## src/common/lp_clock_keep_pkg.sv

```systemverilog
// Purpose : Shared constants for the debug low-power clock-keeping block
// Assumes : One 125 MHz clock, synchronous active-high reset
// Notes   : No software-visible bus; option bits arrive on plain ports
package lp_clock_keep_pkg;

    // ------------------------------------------------------------
    // Option bit positions inside debug_control_reg
    // ------------------------------------------------------------
    localparam int          CTRL_WIDTH     = 3;
    localparam int          SLEEP_BIT      = 0;
    localparam int          STOP_BIT       = 1;
    localparam int          STANDBY_BIT    = 2;
    localparam logic [2:0]  CTRL_POR_VALUE = 3'h0;

    // ------------------------------------------------------------
    // Clock source selections
    // ------------------------------------------------------------
    typedef enum logic [1:0] {
        SRC_SYSTEM,      // Previously configured system clock
        SRC_RC_OSC,      // internal_rc_8mhz_osc
        SRC_NONE         // Everything stopped
    } clk_src_e;

    // Low-power mode sequencer states
    typedef enum logic [1:0] {
        ST_RUN,
        ST_SLEEP,
        ST_STOP
    } lp_state_e;

endpackage : lp_clock_keep_pkg

```

## src/common/lp_gate_if.sv

```systemverilog
// Purpose : Carries the gating decision from sequencer to gate logic
// Assumes : Single clock domain
// Notes   : Decision signals are combinational in the sequencer; the gate registers them
`timescale 1ns/100ps
interface lp_gate_if;
    import lp_clock_keep_pkg::*;
    logic     core_clk_on;   // core_free_clock enable
    logic     bus_clk_on;    // Bus clock enable
    clk_src_e source;        // Selected clock source
    logic     force_rc;      // Run from RC oscillator after stop

    modport seq  (output core_clk_on, output bus_clk_on, output source, output force_rc);
    modport gate (input core_clk_on, input bus_clk_on, input source, input force_rc);
endinterface : lp_gate_if

```

## src/rtl/lp_clock_keep.sv

```systemverilog
// Purpose : Debug low-power clock keeping for sleep and stop modes
// Assumes : Core requests are on clk; por_reset is a synchronous power-on reset
// Notes   : debug_control_reg survives system reset; written via plain write strobe
`timescale 1ns/100ps

module lp_clock_keep
    import lp_clock_keep_pkg::*;
(
    // Clock and resets
    input  wire logic                  clk,
    input  wire logic                  reset,        // System reset
    input  wire logic                  por_reset,    // Power-on reset
    // Debug control write port
    input  wire logic                  ctrl_wr,
    input  wire logic [CTRL_WIDTH-1:0] ctrl_wdata,
    output logic      [CTRL_WIDTH-1:0] debug_control_reg,
    // Core low-power requests
    input  wire logic                  sleep_req,
    input  wire logic                  stop_req,
    input  wire logic                  wakeup,
    // Clock gating outputs
    output logic                       core_clk_en,
    output logic                       bus_clk_en,
    output clk_src_e                   clk_source,
    output logic                       in_low_power
);

    // ------------------------------------------------------------
    // Debug control register
    // ------------------------------------------------------------
    // Only power-on reset clears it so a debug session survives system reset
    always_ff @(posedge clk) begin
        if (por_reset) begin
            debug_control_reg <= CTRL_POR_VALUE;
        end else if (ctrl_wr) begin
            debug_control_reg <= ctrl_wdata;
        end
    end

    // ------------------------------------------------------------
    // Sequencer state and held options
    // ------------------------------------------------------------
    lp_state_e state;            // Current low-power mode
    lp_state_e next_state;       // Next mode
    logic      held_sleep_opt;   // Sleep option frozen at entry
    logic      held_stop_opt;    // Stop option frozen at entry
    logic      after_stop;       // Running from RC after stop exit
    logic      next_after_stop;  // Next value of after_stop

    wire enter_sleep = (state == ST_RUN) && sleep_req && !stop_req;
    wire enter_stop  = (state == ST_RUN) && stop_req;
    wire leave_lp    = (state != ST_RUN) && wakeup;

    // Next-state decode; stop wins when both are requested
    always_comb begin
        next_state      = state;
        next_after_stop = after_stop;
        case (state)
            ST_RUN: begin
                if (enter_stop) begin
                    next_state = ST_STOP;
                end else if (enter_sleep) begin
                    next_state = ST_SLEEP;
                end
                // Software reconfigures clocks later; RC stays until reset
            end
            ST_SLEEP: begin
                if (leave_lp) begin
                    next_state = ST_RUN;   // Configuration kept
                end
            end
            ST_STOP: begin
                if (leave_lp) begin
                    next_state      = ST_RUN;
                    next_after_stop = 1'b1;  // Exit on RC oscillator
                end
            end
            default: begin
                next_state = ST_RUN;
            end
        endcase
    end

    // State register and option capture at entry
    always_ff @(posedge clk) begin
        if (reset) begin
            state          <= ST_RUN;
            held_sleep_opt <= 1'b0;
            held_stop_opt  <= 1'b0;
            after_stop     <= 1'b0;
            in_low_power   <= 1'b0;
        end else begin
            state      <= next_state;
            after_stop <= next_after_stop;
            // Flag is a flop that tracks the state register edge for edge
            in_low_power <= (next_state != ST_RUN);
            if (enter_sleep || enter_stop) begin
                held_sleep_opt <= debug_control_reg[SLEEP_BIT];
                held_stop_opt  <= debug_control_reg[STOP_BIT];
            end
        end
    end

    // ------------------------------------------------------------
    // Gating decision
    // ------------------------------------------------------------
    lp_gate_if dec_bus ();

    // Sleep: core on always, bus follows option; stop: both follow option
    assign dec_bus.core_clk_on = (state == ST_STOP) ? held_stop_opt : 1'b1;
    assign dec_bus.bus_clk_on  = (state == ST_SLEEP) ? held_sleep_opt :
                                 (state == ST_STOP)  ? held_stop_opt  : 1'b1;
    assign dec_bus.source      = (state == ST_STOP) ? (held_stop_opt ? SRC_RC_OSC : SRC_NONE)
                                                    : SRC_SYSTEM;
    // RC after a stop exit is the configured clock, so sleep keeps it too
    assign dec_bus.force_rc    = after_stop && (state != ST_STOP);

    lp_clock_gate u_gate (
        .clk         (clk),
        .reset       (reset),
        .dec         (dec_bus),
        .core_clk_en (core_clk_en),
        .bus_clk_en  (bus_clk_en),
        .clk_source  (clk_source)
    );

    // ------------------------------------------------------------
    // Checks
    // ------------------------------------------------------------
    // Plain sleep: bus clock stops, core clock keeps running
    property p_sleep_bus_gated;
        @(posedge clk) disable iff (reset)
        (state == ST_SLEEP && !held_sleep_opt) |=> (!bus_clk_en && core_clk_en);
    endproperty
    a_sleep_bus_gated: assert property (p_sleep_bus_gated) else $error("bus clock not gated in sleep");

    // Debug sleep: both clocks stay on the source that ran before entry
    property p_sleep_keep;
        @(posedge clk) disable iff (reset)
        (state == ST_SLEEP && held_sleep_opt) |=> (bus_clk_en && core_clk_en &&
            clk_source == (after_stop ? SRC_RC_OSC : SRC_SYSTEM));
    endproperty
    a_sleep_keep: assert property (p_sleep_keep) else $error("clocks not kept in debug sleep");

    // Debug stop: both clocks kept alive from the RC oscillator
    property p_stop_rc;
        @(posedge clk) disable iff (reset)
        (state == ST_STOP && held_stop_opt) |=> (core_clk_en && bus_clk_en && clk_source == SRC_RC_OSC);
    endproperty
    a_stop_rc: assert property (p_stop_rc) else $error("stop clocks not on RC");

    // Plain stop: every clock is gated off
    property p_stop_off;
        @(posedge clk) disable iff (reset)
        (state == ST_STOP && !held_stop_opt) |=> (!core_clk_en && !bus_clk_en);
    endproperty
    a_stop_off: assert property (p_stop_off) else $error("clocks running in plain stop");

    // Decision reaches the gate flops one cycle after the wake edge
    property p_stop_exit_rc;
        @(posedge clk) disable iff (reset)
        (state == ST_STOP && wakeup) |=> ##1 (clk_source == SRC_RC_OSC);
    endproperty
    a_stop_exit_rc: assert property (p_stop_exit_rc) else $error("stop exit not on RC");

    // Sleep exit must not disturb the configured source
    property p_sleep_exit_sys;
        @(posedge clk) disable iff (reset)
        (state == ST_SLEEP && wakeup && !after_stop) |=> ##1 (clk_source == SRC_SYSTEM);
    endproperty
    a_sleep_exit_sys: assert property (p_sleep_exit_sys) else $error("sleep exit changed config");

    // Option writes while parked only matter at the next entry
    property p_opt_held;
        @(posedge clk) disable iff (reset)
        (state != ST_RUN) |=> $stable(held_sleep_opt) && $stable(held_stop_opt);
    endproperty
    a_opt_held: assert property (p_opt_held) else $error("option changed during low power");

    // Each strobe lands in the register on the following edge
    property p_write;
        @(posedge clk) disable iff (por_reset)
        ctrl_wr |=> (debug_control_reg == $past(ctrl_wdata));
    endproperty
    a_write: assert property (p_write) else $error("control write not stored");

    property p_sysreset_keeps;
        @(posedge clk) disable iff (por_reset)
        (reset && !ctrl_wr) |=> $stable(debug_control_reg);
    endproperty
    a_sysreset_keeps: assert property (p_sysreset_keeps) else $error("system reset altered control");

    // Any system reset parks the enables on and the source on RC
    property p_reset_values;
        @(posedge clk)
        reset |=> (core_clk_en && bus_clk_en && clk_source == SRC_RC_OSC && !in_low_power);
    endproperty
    a_reset_values: assert property (p_reset_values) else $error("outputs not at reset values");

    // After a stop exit the block keeps running on RC until system reset
    property p_after_stop_rc;
        @(posedge clk) disable iff (reset)
        (after_stop && state == ST_RUN) |=> (clk_source == SRC_RC_OSC);
    endproperty
    a_after_stop_rc: assert property (p_after_stop_rc) else $error("run after stop not on RC");

    // A request seen in run state is taken on that very edge
    property p_entry_flag;
        @(posedge clk) disable iff (reset)
        (state == ST_RUN && (sleep_req || stop_req)) |=> in_low_power;
    endproperty
    a_entry_flag: assert property (p_entry_flag) else $error("low-power request not taken");

endmodule : lp_clock_keep

```

## src/rtl/lp_clock_gate.sv

```systemverilog
// Purpose : Turns the held gating decision into clock enables and source select
// Assumes : Decision is stable while a low-power mode lasts
// Notes   : Outputs registered so enables change only on clk edges
`timescale 1ns/100ps
module lp_clock_gate
    import lp_clock_keep_pkg::*;
(
    // Clock and reset
    input  wire logic clk,
    input  wire logic reset,
    // Decision from sequencer
    lp_gate_if.gate   dec,
    // Gate outputs
    output logic      core_clk_en,
    output logic      bus_clk_en,
    output clk_src_e  clk_source
);

    // ------------------------------------------------------------
    // Register the enables
    // ------------------------------------------------------------
    always_ff @(posedge clk) begin
        if (reset) begin
            core_clk_en <= 1'b1;
            bus_clk_en  <= 1'b1;
            clk_source  <= SRC_RC_OSC;   // Reset state runs from RC oscillator
        end else begin
            core_clk_en <= dec.core_clk_on;
            bus_clk_en  <= dec.bus_clk_on;
            clk_source  <= dec.force_rc ? SRC_RC_OSC : dec.source;
        end
    end

endmodule : lp_clock_gate

```

## config.mk

```make
export PLATFORM = sky130hd
export DESIGN_NAME = lp_clock_keep
export DESIGN_NICKNAME = d
export VERILOG_FILES = /design/src/common/lp_clock_keep_pkg.sv /design/src/common/lp_gate_if.sv /design/src/rtl/lp_clock_keep.sv /design/src/rtl/lp_clock_gate.sv
export SDC_FILE = /design/constraint.sdc
export NUM_CORES = 1
export LEC_CHECK = 0
export BUFFER_PORTS_ARGS = -buffer_cell sky130_fd_sc_hd__buf_2
export CAP_MARGIN = 15
export CORE_UTILIZATION = 41
export DETAILED_ROUTE_END_ITERATION = 7
export GPL_TIMING_DRIVEN = 0
export PLACE_DENSITY = 0.79
export SLEW_MARGIN = 20
export SYNTH_ARGS = -nofsm -noshare
export SYNTH_HDL_FRONTEND = slang
export SYNTH_SLANG_ARGS = --single-unit
```

## constraint.sdc

```tcl
create_clock -name clk -period 1.15 [get_ports clk]
set_input_delay 0.115 -clock clk [delete_from_list [all_inputs] [get_ports clk]]
set_output_delay 0.115 -clock clk [all_outputs]
set_load 0.005 [all_outputs]
```

==> results_dict.tcl, run 1 <==
set metrics [dict create \
    status "finished with violations" \
    failed_checks "setup timing" \
    worst_path_max_delay_cell "sky130_fd_sc_hd__dfxtp_4" \
    ant_nets 0 \
    maximum_number_of_pins_on_one_net_before_global_route_repair 10 \
    rsz0062_at_grt "true" \
    hold_end "state[0]" \
    critical_path_peak_fanout 5 \
    worstHoldPathType "input port to flip-flop" \
    total_inserted_antenna_cells 0 \
    post_drt_wl_per_cell_um 13.7 \
    worst-slew-pin-transition_ns 0.617 \
    avgViaCountPerCell 4.89 \
    antenna_found_initial 0 \
    first_pass_iters 4 \
    final.setup.worst_slack_ns -0.103 \
    critPathBufInv 2 \
    detail_route.drc_violations 0 \
    top_level_ports 18 \
    most_common_cell_after_layout_fill_and_taps_aside "sky130_fd_sc_hd__buf_2" \
    pre_cts_slack_ns -0.0771 \
    wirelength_routed_um 1240 \
    cts.path.max_buffers 2 \
    synth_cells 53 \
    ys.warnings.count 0 \
    final_cell_count_no_fill 91 \
    worstPathCellList "inv_4 -> ha_4 -> inv_2 -> or3_4 -> a211oi_2" \
    reg2reg_setup_slack_ns -0.10 \
    grt_overflow_total 0 \
    fin_worst_hold_slack_ns 0.0155 \
    vias_in_the_first_global_route 378 \
    detailroute.via_count 445 \
    groute.usage.overall 0.188 \
    initial_utilization 0.465 \
    post-route-cell-area_um2 767 \
    worstReg2RegEnd "state[0]" \
    chipHeight_um 38.2 \
    largest_register_ffs 3 \
    design.final.nets 92 \
    clkSlewWorstSetupHoldPaths_ns 0.09 \
    filler_cell_count 94 \
    post_route_cells_drive_above_1_share 0.506 \
    criticalPathCategory "flip-flop to flip-flop" \
    synth_area_per_cell_um2 10.2 \
    clock_tree_from_tritoncts "yes" \
    synth.distinct_cells 16 \
    timing.max_cap.violations 0 \
    period_share 1.09 \
    cts.sink_count 13 \
    hold_violations 0 \
    cp_slowest_stage_delay_ns 0.37 \
    crit_path_start "state[0]" \
    category_of_the_worst_setup_path_capture_point "flip-flop" \
    post_cts_hold_buffer_count 0 \
    final_critical_path_required_period_ns 1.25 \
    max-slew-margin-rel 0.584 \
    hold_path_depth 2 \
    rows 12 \
    dp_cells 83 \
    setup_viol_count_final 4 \
    r2r_cells 5 \
    crit_path_max_delay_family "flip-flops" \
    area.growth.synth_to_final_pct 42.6 \
    die_w_um 38.2 \
    grt_first_pass_wirelength_um 1750 \
    dr.first_iter.drc_count 8 \
    cts-htree-levels 1 \
    placement.cell_area_um2 651 \
    clk_latency_worst_skew_pair_ns 0.28 \
    netlist_area_um2 538 \
    crit-reg2reg-launch "state[0]" \
    syn_nets 67 \
    crit_arrival_ns 1.45 \
    placeableCoreArea_um2 1160 \
    die_area_um2 1460 \
    fin_skew_ns 0.0107 \
    hold_start "reset" \
    critical_path.startpoint_type "flip-flop" \
    p_leak_nw 0.347 \
    power_density_nw_per_um2 1350 \
    ir_worst_vdd_v 0.000897 \
    cts_inserted_buffers 3 \
    maxClockFrequency_mhz 798 \
    clockRootBuffer "sky130_fd_sc_hd__clkbuf_4" \
    ys_ff_latch 13 \
    numPortBuffers 16 \
    layout.cells.most_common_list "sky130_fd_sc_hd__buf_2, sky130_fd_sc_hd__dfxtp_1, sky130_fd_sc_hd__nor2_1" \
    timing.final.max_slew_violations 0 \
    gp_congestion 0.909 \
    yosysSeqAreaShare 0.484 \
    cp.required_ns 1.35 \
]
synth_stat cells:
cell	count	share of area
sky130_fd_sc_hd__or2_2	1	0.012
sky130_fd_sc_hd__nor2b_1	2	0.023
sky130_fd_sc_hd__a211oi_1	2	0.028
sky130_fd_sc_hd__or3_1	1	0.012
sky130_fd_sc_hd__nand3_1	2	0.019
sky130_fd_sc_hd__a31oi_1	1	0.012
sky130_fd_sc_hd__buf_6	1	0.021
sky130_fd_sc_hd__mux2i_1	6	0.11
sky130_fd_sc_hd__o22ai_1	1	0.012
sky130_fd_sc_hd__a211oi_2	1	0.023
sky130_fd_sc_hd__nand2b_1	4	0.047
sky130_fd_sc_hd__o21ai_0	3	0.028
sky130_fd_sc_hd__inv_1	4	0.028
sky130_fd_sc_hd__nor2_1	7	0.049
sky130_fd_sc_hd__dfxtp_1	13	0.48
sky130_fd_sc_hd__ha_1	4	0.093
repair_timing:
item | 4_1_cts | 5_1_grt
pin swaps | 0 | 4
endpoints found under the setup margin | 4 | 7
setup buffers | 3 | 1
resized for setup | 3 | 13
gates cloned | 0 | 0
worst reg2reg max path, cell delays in order (launching register included):
cell and delay [ns]:
sky130_fd_sc_hd__dfxtp_4 0.37, sky130_fd_sc_hd__inv_4 0.06, sky130_fd_sc_hd__ha_4 0.15, sky130_fd_sc_hd__inv_2 0.04
sky130_fd_sc_hd__or3_4 0.35, sky130_fd_sc_hd__a211oi_2 0.20
kinds of logic after synthesis:
logic type               Yosys count  synth area share
adder cells (fa/ha/maj)            4            0.0930
AND/OR/NAND/NOR                   17             0.160
flip-flops                        13             0.484
multiplexers                       6             0.112
buffers and inverters              5            0.0488
AO/OA/AOI/OAI                      8             0.102
power by group:
group / total [W] / switching, W / internal [W]
clock: 0.000287 / 0.000153 / 0.000134
combinational: 0.000246 / 0.000112 / 0.000134
sequential: 0.000503 / 0.0000183 / 0.000485
total: 0.00104 / 0.000284 / 0.000753
cell type report:
| type | instances | area (µm²) | area share |
|---|---|---|---|
| tap | 14 | 17.5 | 0.0228 |
| inverter | 4 | 20.0 | 0.0261 |
| sequential | 13 | 268 | 0.349 |
| buffer | 1 | 11.3 | 0.0147 |
| clock buffer | 4 | 26.3 | 0.0343 |
| multi-input combinational | 35 | 314 | 0.409 |
| timing repair buffer | 20 | 110 | 0.144 |
worst max-delay path by stage:
stage                          to  slack (ns)  cells past startpoint
floorplan                state[0]       -0.01                      5
global placement    held_stop_opt       -0.07                      5
detailed placement       state[0]       -0.08                      5
CTS                      state[0]       -0.08                      5
global route             state[0]       -0.18                      5
finish                   state[0]       -0.10                      5
metal layers:
metal / up-vias / part of all wire / global-route usage
met5: - / 0 / 0
met4: 0 / 0.0080 / 0.125
met3: 2 / 0.039 / 0.0581
met2: 13 / 0.52 / 0.301
met1: 202 / 0.43 / 0.212
li1: 228 / - / -
through the flow:
stage,TNS (ns),total power [W],util
after global placement,-0.257,0.000685,0.563
final,-0.278,0.00104,0.663
after detailed placement,-0.247,0.000687,0.563
after global routing,-0.608,0.00109,0.663
after CTS,-0.128,0.000977,0.611
after floorplan,-0.0113,0.000627,-
(Power assumes the default switching activity.)
==> run 2: changes to the inputs <==
SKIP_CTS_REPAIR_TIMING = 1   (was default)
==> results_dict.tcl, run 2 (synthesis results as in run 1) <==
set metrics [dict create \
    post_route_cells_drive_above_1_share 0.447 \
    die_w_um 38.2 \
    total_inserted_antenna_cells 0 \
    maxClockFrequency_mhz 801 \
    rows 12 \
    area.growth.synth_to_final_pct 36.7 \
    reg2reg_setup_slack_ns -0.1 \
    final_critical_path_required_period_ns 1.25 \
    r2r_cells 5 \
    wirelength_routed_um 1090 \
    setup_viol_count_final 2 \
    total_power_w 0.00100 \
    period_share 1.09 \
    critical_path_peak_fanout 5 \
    max-slew-margin-rel 0.847 \
    crit-reg2reg-launch "state[1]" \
    worst_path_max_delay_cell "sky130_fd_sc_hd__dfxtp_4" \
    crit_path_start "state[1]" \
    worst-slew-pin-transition_ns 0.229 \
    cts.sink_count 13 \
    rsz0062_at_grt "true" \
    fin_worst_hold_slack_ns 0.0198 \
    crit_end "state[0]" \
    initial_utilization 0.465 \
    clock_tree_from_tritoncts "yes" \
    fin_skew_ns 0.00113 \
    detail_route.drc_violations 0 \
    switching_share 0.264 \
    comb_power_share 0.214 \
    timing.max_cap.violations 0 \
    power_density_nw_per_um2 1360 \
    status "finished with violations" \
    post_drt_wl_per_cell_um 12.1 \
    cp.required_ns 1.34 \
    worstPathCellList "inv_4 -> ha_4 -> inv_2 -> or3_1 -> a211oi_2" \
    maximum_number_of_pins_on_one_net_before_global_route_repair 10 \
    final.setup.worst_slack_ns -0.0980 \
    design.final.nets 91 \
    power.switching_w 0.000265 \
    relative_contribution_of_sequential_cells_to_total_power 0.507 \
    avgViaCountPerCell 5.23 \
    chipHeight_um 38.2 \
    die_area_um2 1460 \
    filler_cell_count 97 \
    critical_path.startpoint_type "flip-flop" \
    multiInputGateArea_um2 290 \
    failed_checks "setup timing" \
    pre_cts_slack_ns -0.0771 \
    clkSlewWorstSetupHoldPaths_ns 0.08 \
    cp_slowest_stage_delay_ns 0.38 \
    layout.cells.most_common_list "sky130_fd_sc_hd__buf_2, sky130_fd_sc_hd__dfxtp_1, sky130_fd_sc_hd__nor2_1" \
    detailroute.via_count 471 \
    ir_worst_vdd_v 0.000919 \
    cts-htree-levels 1 \
    cts.path.max_buffers 2 \
    grt_first_pass_wirelength_um 1500 \
    p_leak_nw 0.338 \
    groute.usage.overall 0.158 \
    antenna_found_initial 0 \
    cts_inserted_buffers 3 \
    setup_total_negative_slack_ns -0.103 \
    placeableCoreArea_um2 1160 \
    clockRootBuffer "sky130_fd_sc_hd__clkbuf_4" \
    worstReg2RegEnd "state[0]" \
    power_frac_clock 0.279 \
    p_int_w 0.000739 \
    top_level_ports 18 \
    vias_in_the_first_global_route 346 \
    ant_nets 0 \
    criticalPathCategory "flip-flop to flip-flop" \
    gp_congestion 0.909 \
    crit_arrival_ns 1.44 \
    numPortBuffers 16 \
    hold_violations 0 \
    largest_register_ffs 3 \
    timing.final.max_slew_violations 0 \
    most_common_cell_after_layout_fill_and_taps_aside "sky130_fd_sc_hd__buf_2" \
    worstHoldPathType "input port to flip-flop" \
    grt_overflow_total 0 \
    category_of_the_worst_setup_path_capture_point "flip-flop" \
    first_pass_iters 4 \
    dr.first_iter.drc_count 15 \
    final-seq-area_um2 268 \
    clk_latency_worst_skew_pair_ns 0.27 \
]
[run 2: cell count changes in the layout (fill, tap and decap cells not counted), sizes merged]
cell / previous run / this run
buf: 21 / 20
[run 2: worst max-delay path, delay by kind of cell (launching register included)]
family                     cells  cell delay, ns
buffers and inverters          2            0.11
AOI/OAI and AO/OA              1            0.17
DFF                            1            0.38
adders and majority gates      1            0.16
and+or+nand+nor                1            0.35
[run 2: worst min-delay path by stage]
stage / startpoint / end / slack, ns / cells past startpoint
2_1_floorplan: por_reset / debug_control_reg[0] / 0.19 / 1
3_3_place_gp: reset / state[0] / 0.31 / 2
5_1_grt: reset / state[0] / 0.01 / 2
4_1_cts: reset / state[0] / 0.02 / 2
6_report: reset / state[0] / 0.02 / 2
3_5_place_dp: reset / state[0] / 0.31 / 2
[run 2: per-layer routing]
metal,up-vias,track usage,routed length [µm]
met5,-,0,0
met4,0,0.107,44
met3,12,0.0523,55
met2,23,0.237,538
met1,209,0.190,453
li1,227,-,-
[run 2: power groups by stage]
stage          clock network (W)  registers, W  logic, W
3_3_place_gp                   0      0.000516  0.000168
5_1_grt                 0.000313      0.000513  0.000236
2_1_floorplan                  0      0.000518  0.000109
6_report                0.000280      0.000509  0.000215
3_5_place_dp                   0      0.000517  0.000171
4_1_cts                 0.000282      0.000506  0.000173
[run 2: area by class of cell]
cell class / instances / area share
multi-input combinational: 35 / 0.395
sequential: 13 / 0.364
timing repair buffer: 19 / 0.139
clock buffer: 4 / 0.0357
inverter: 4 / 0.0272
tap: 14 / 0.0238
buffer: 1 / 0.0153
[run 2: stage by stage]
stage	area [µm²]	cells	utilization
2_1_floorplan	553	53	-
6_report	736	90	0.636
3_5_place_dp	651	83	0.563
5_1_grt	736	90	0.636
3_3_place_gp	651	83	0.563
4_1_cts	677	87	0.585
==> run 3: changes to the inputs <==
ABC_AREA = 1   (was default)
CAP_MARGIN = default   (was 15)
CORE_AREA = 2 2 39 41   (was default)
CORE_UTILIZATION = default   (was 41)
DIE_AREA = 0 0 41 43   (was default)
PLACE_DENSITY = 0.77   (was 0.79)
==> results_dict.tcl, run 3 <==
set metrics [dict create \
    design.final.nets 105 \
    synth_area_per_cell_um2 7.62 \
    final_critical_path_required_period_ns 1.08 \
    clk_latency_worst_skew_pair_ns 0.27 \
    synth_async_sr_flop_share 0 \
    maxClockFrequency_mhz 922 \
    cts.path.max_buffers 2 \
    clkSlewWorstSetupHoldPaths_ns 0.08 \
    synth.distinct_cells 12 \
    worstPathCellList "ha_1 -> nor2_2 -> inv_1 -> a21oi_1 -> nand2_1 -> nand2_1" \
    top_level_ports 18 \
    antenna_found_initial 0 \
    total_inserted_antenna_cells 0 \
    post_drt_wl_per_cell_um 8.59 \
    grt_first_pass_wirelength_um 1500 \
    setup_viol_count_final 0 \
    cts_inserted_buffers 3 \
    yosysTopAreaCell "sky130_fd_sc_hd__dfxtp_1" \
    numPortBuffers 17 \
    die_area_um2 1760 \
    period_share 0.943 \
    placeableCoreArea_um2 1380 \
    ys.warnings.count 0 \
    largest_register_ffs 3 \
    critical_path_peak_fanout 4 \
    synth.most_common_cell "sky130_fd_sc_hd__nand2_1" \
    worst-slew-pin-transition_ns 0.232 \
    synth-edff-count 0 \
    clockRootBuffer "sky130_fd_sc_hd__clkbuf_4" \
    initial_utilization 0.380 \
    rsz0062_at_grt "true" \
    dp.final_hpwl_um 707 \
    crit_arrival_ns 1.31 \
    rows 14 \
    cts-htree-levels 1 \
    yosysSeqAreaShare 0.495 \
    cp_slowest_stage_delay_ns 0.37 \
    avgViaCountPerCell 4.34 \
    power_density_nw_per_um2 1360 \
    pre_cts_slack_ns -0.0661 \
    total_power_w 0.000935 \
    final.setup.worst_slack_ns 0.0651 \
    groute.usage.overall 0.125 \
    most_common_cell_after_layout_fill_and_taps_aside "sky130_fd_sc_hd__buf_2" \
    area.growth.synth_to_final_pct 31.0 \
    post-route-cell-area_um2 688 \
    maximum_number_of_pins_on_one_net_before_global_route_repair 9 \
    critical_path.startpoint_type "flip-flop" \
    die_w_um 41 \
    post_route_cells_drive_above_1_share 0.344 \
    ir_worst_vdd_v 0.000847 \
    dr.first_iter.drc_count 5 \
    cts.sink_count 13 \
    synthTopCellsByArea "sky130_fd_sc_hd__dfxtp_1, sky130_fd_sc_hd__nand2_1, sky130_fd_sc_hd__ha_1, sky130_fd_sc_hd__inv_1, sky130_fd_sc_hd__a21oi_1" \
    wirelength_routed_um 911 \
    worst_path_max_delay_cell "sky130_fd_sc_hd__dfxtp_4" \
    synth_top_area_share 0.495 \
    timing.final.max_slew_violations 0 \
    synth_cells 69 \
    netlist_area_um2 526 \
    clock_tree_from_tritoncts "yes" \
    fin_skew_ns 0.00978 \
    cp.required_ns 1.37 \
    setup_total_negative_slack_ns 0 \
    critPathMostFrequentCell "sky130_fd_sc_hd__nand2_1" \
    synth_top_flop_cell "sky130_fd_sc_hd__dfxtp_1" \
    first_pass_iters 3 \
    ys_ff_latch 13 \
    gp_congestion 0.802 \
    syn_nets 83 \
    netlist_top_cells_count "sky130_fd_sc_hd__nand2_1, sky130_fd_sc_hd__dfxtp_1, sky130_fd_sc_hd__inv_1" \
    status "completed" \
    hold_violations 0 \
    p_leak_nw 0.363 \
    placement.cell_area_um2 631 \
    criticalPathCategory "flip-flop to flip-flop" \
    reg2reg_setup_slack_ns 0.07 \
    timing.max_cap.violations 0 \
    ant_nets 0 \
    chipHeight_um 43 \
    layout.cells.most_common_list "sky130_fd_sc_hd__buf_2, sky130_fd_sc_hd__nand2_1, sky130_fd_sc_hd__inv_1, sky130_fd_sc_hd__dfxtp_1, sky130_fd_sc_hd__a21oi_1" \
    worstHoldPathType "input port to flip-flop" \
    category_of_the_worst_setup_path_capture_point "flip-flop" \
    vias_in_the_first_global_route 399 \
    grt_overflow_total 0 \
    max-slew-margin-rel 0.844 \
    detail_route.drc_violations 0 \
    detailroute.via_count 460 \
]
[run 3: final cells by class]
class,count,area (µm²)
Clock buffer,3,22.5
Clock inverter,1,5.00
Timing Repair Buffer,17,85.1
Fill cell,131,696
Sequential cell,13,268
Tap cell,16,20.0
Multi-Input combinational cell,42,233
Inverter,14,55.1
[run 3: path summary, 6_finish.rpt]
kind	from	endpoint	cells past startpoint
worst min register to register	debug_control_reg[2]	debug_control_reg[2]	2
worst max register to register	state[0]	in_low_power	6
worst min-delay path	por_reset	debug_control_reg[0]	2
worst max-delay path	state[0]	in_low_power	6
[run 3: worst max-delay path, delay by kind of cell (launching register included)]
family / cells / cell delay, ns
AO/OA/AOI/OAI: 1 / 0.12
adder cells (fa/ha/maj): 1 / 0.21
buffers and inverters: 1 / 0.05
flip-flops: 1 / 0.37
AND/OR/NAND/NOR: 3 / 0.29
[run 3: kinds of logic after synthesis]
family | Yosys count | synth area share
buf+inv | 14 | 0.100
flops | 13 | 0.495
compound gates | 11 | 0.105
fa+ha+maj | 4 | 0.0952
simple gates | 27 | 0.205
[run 3: layer usage]
layer	global-route usage	wire length, µm	vias up
li1	-	-	253
met1	0.148	415	190
met2	0.197	414	17
met3	0.0785	81	0
met4	0	0	0
met5	0	0	-
[run 3: power breakdown]
group          total [W]  internal, W  switching (W)
Combinational   0.000159    0.0000729      0.0000858
Clock           0.000269     0.000129       0.000141
Sequential      0.000507     0.000486      0.0000206
Total           0.000935     0.000688       0.000247
[run 3: through the flow]
stage,util,cells,hold slack [ns]
global route,0.497,106,0.0179
detailed placement,0.456,102,0.309
finish,0.497,106,0.0208
global placement,0.456,102,0.307
floorplan,-,69,0.184
CTS,0.476,106,0.00916
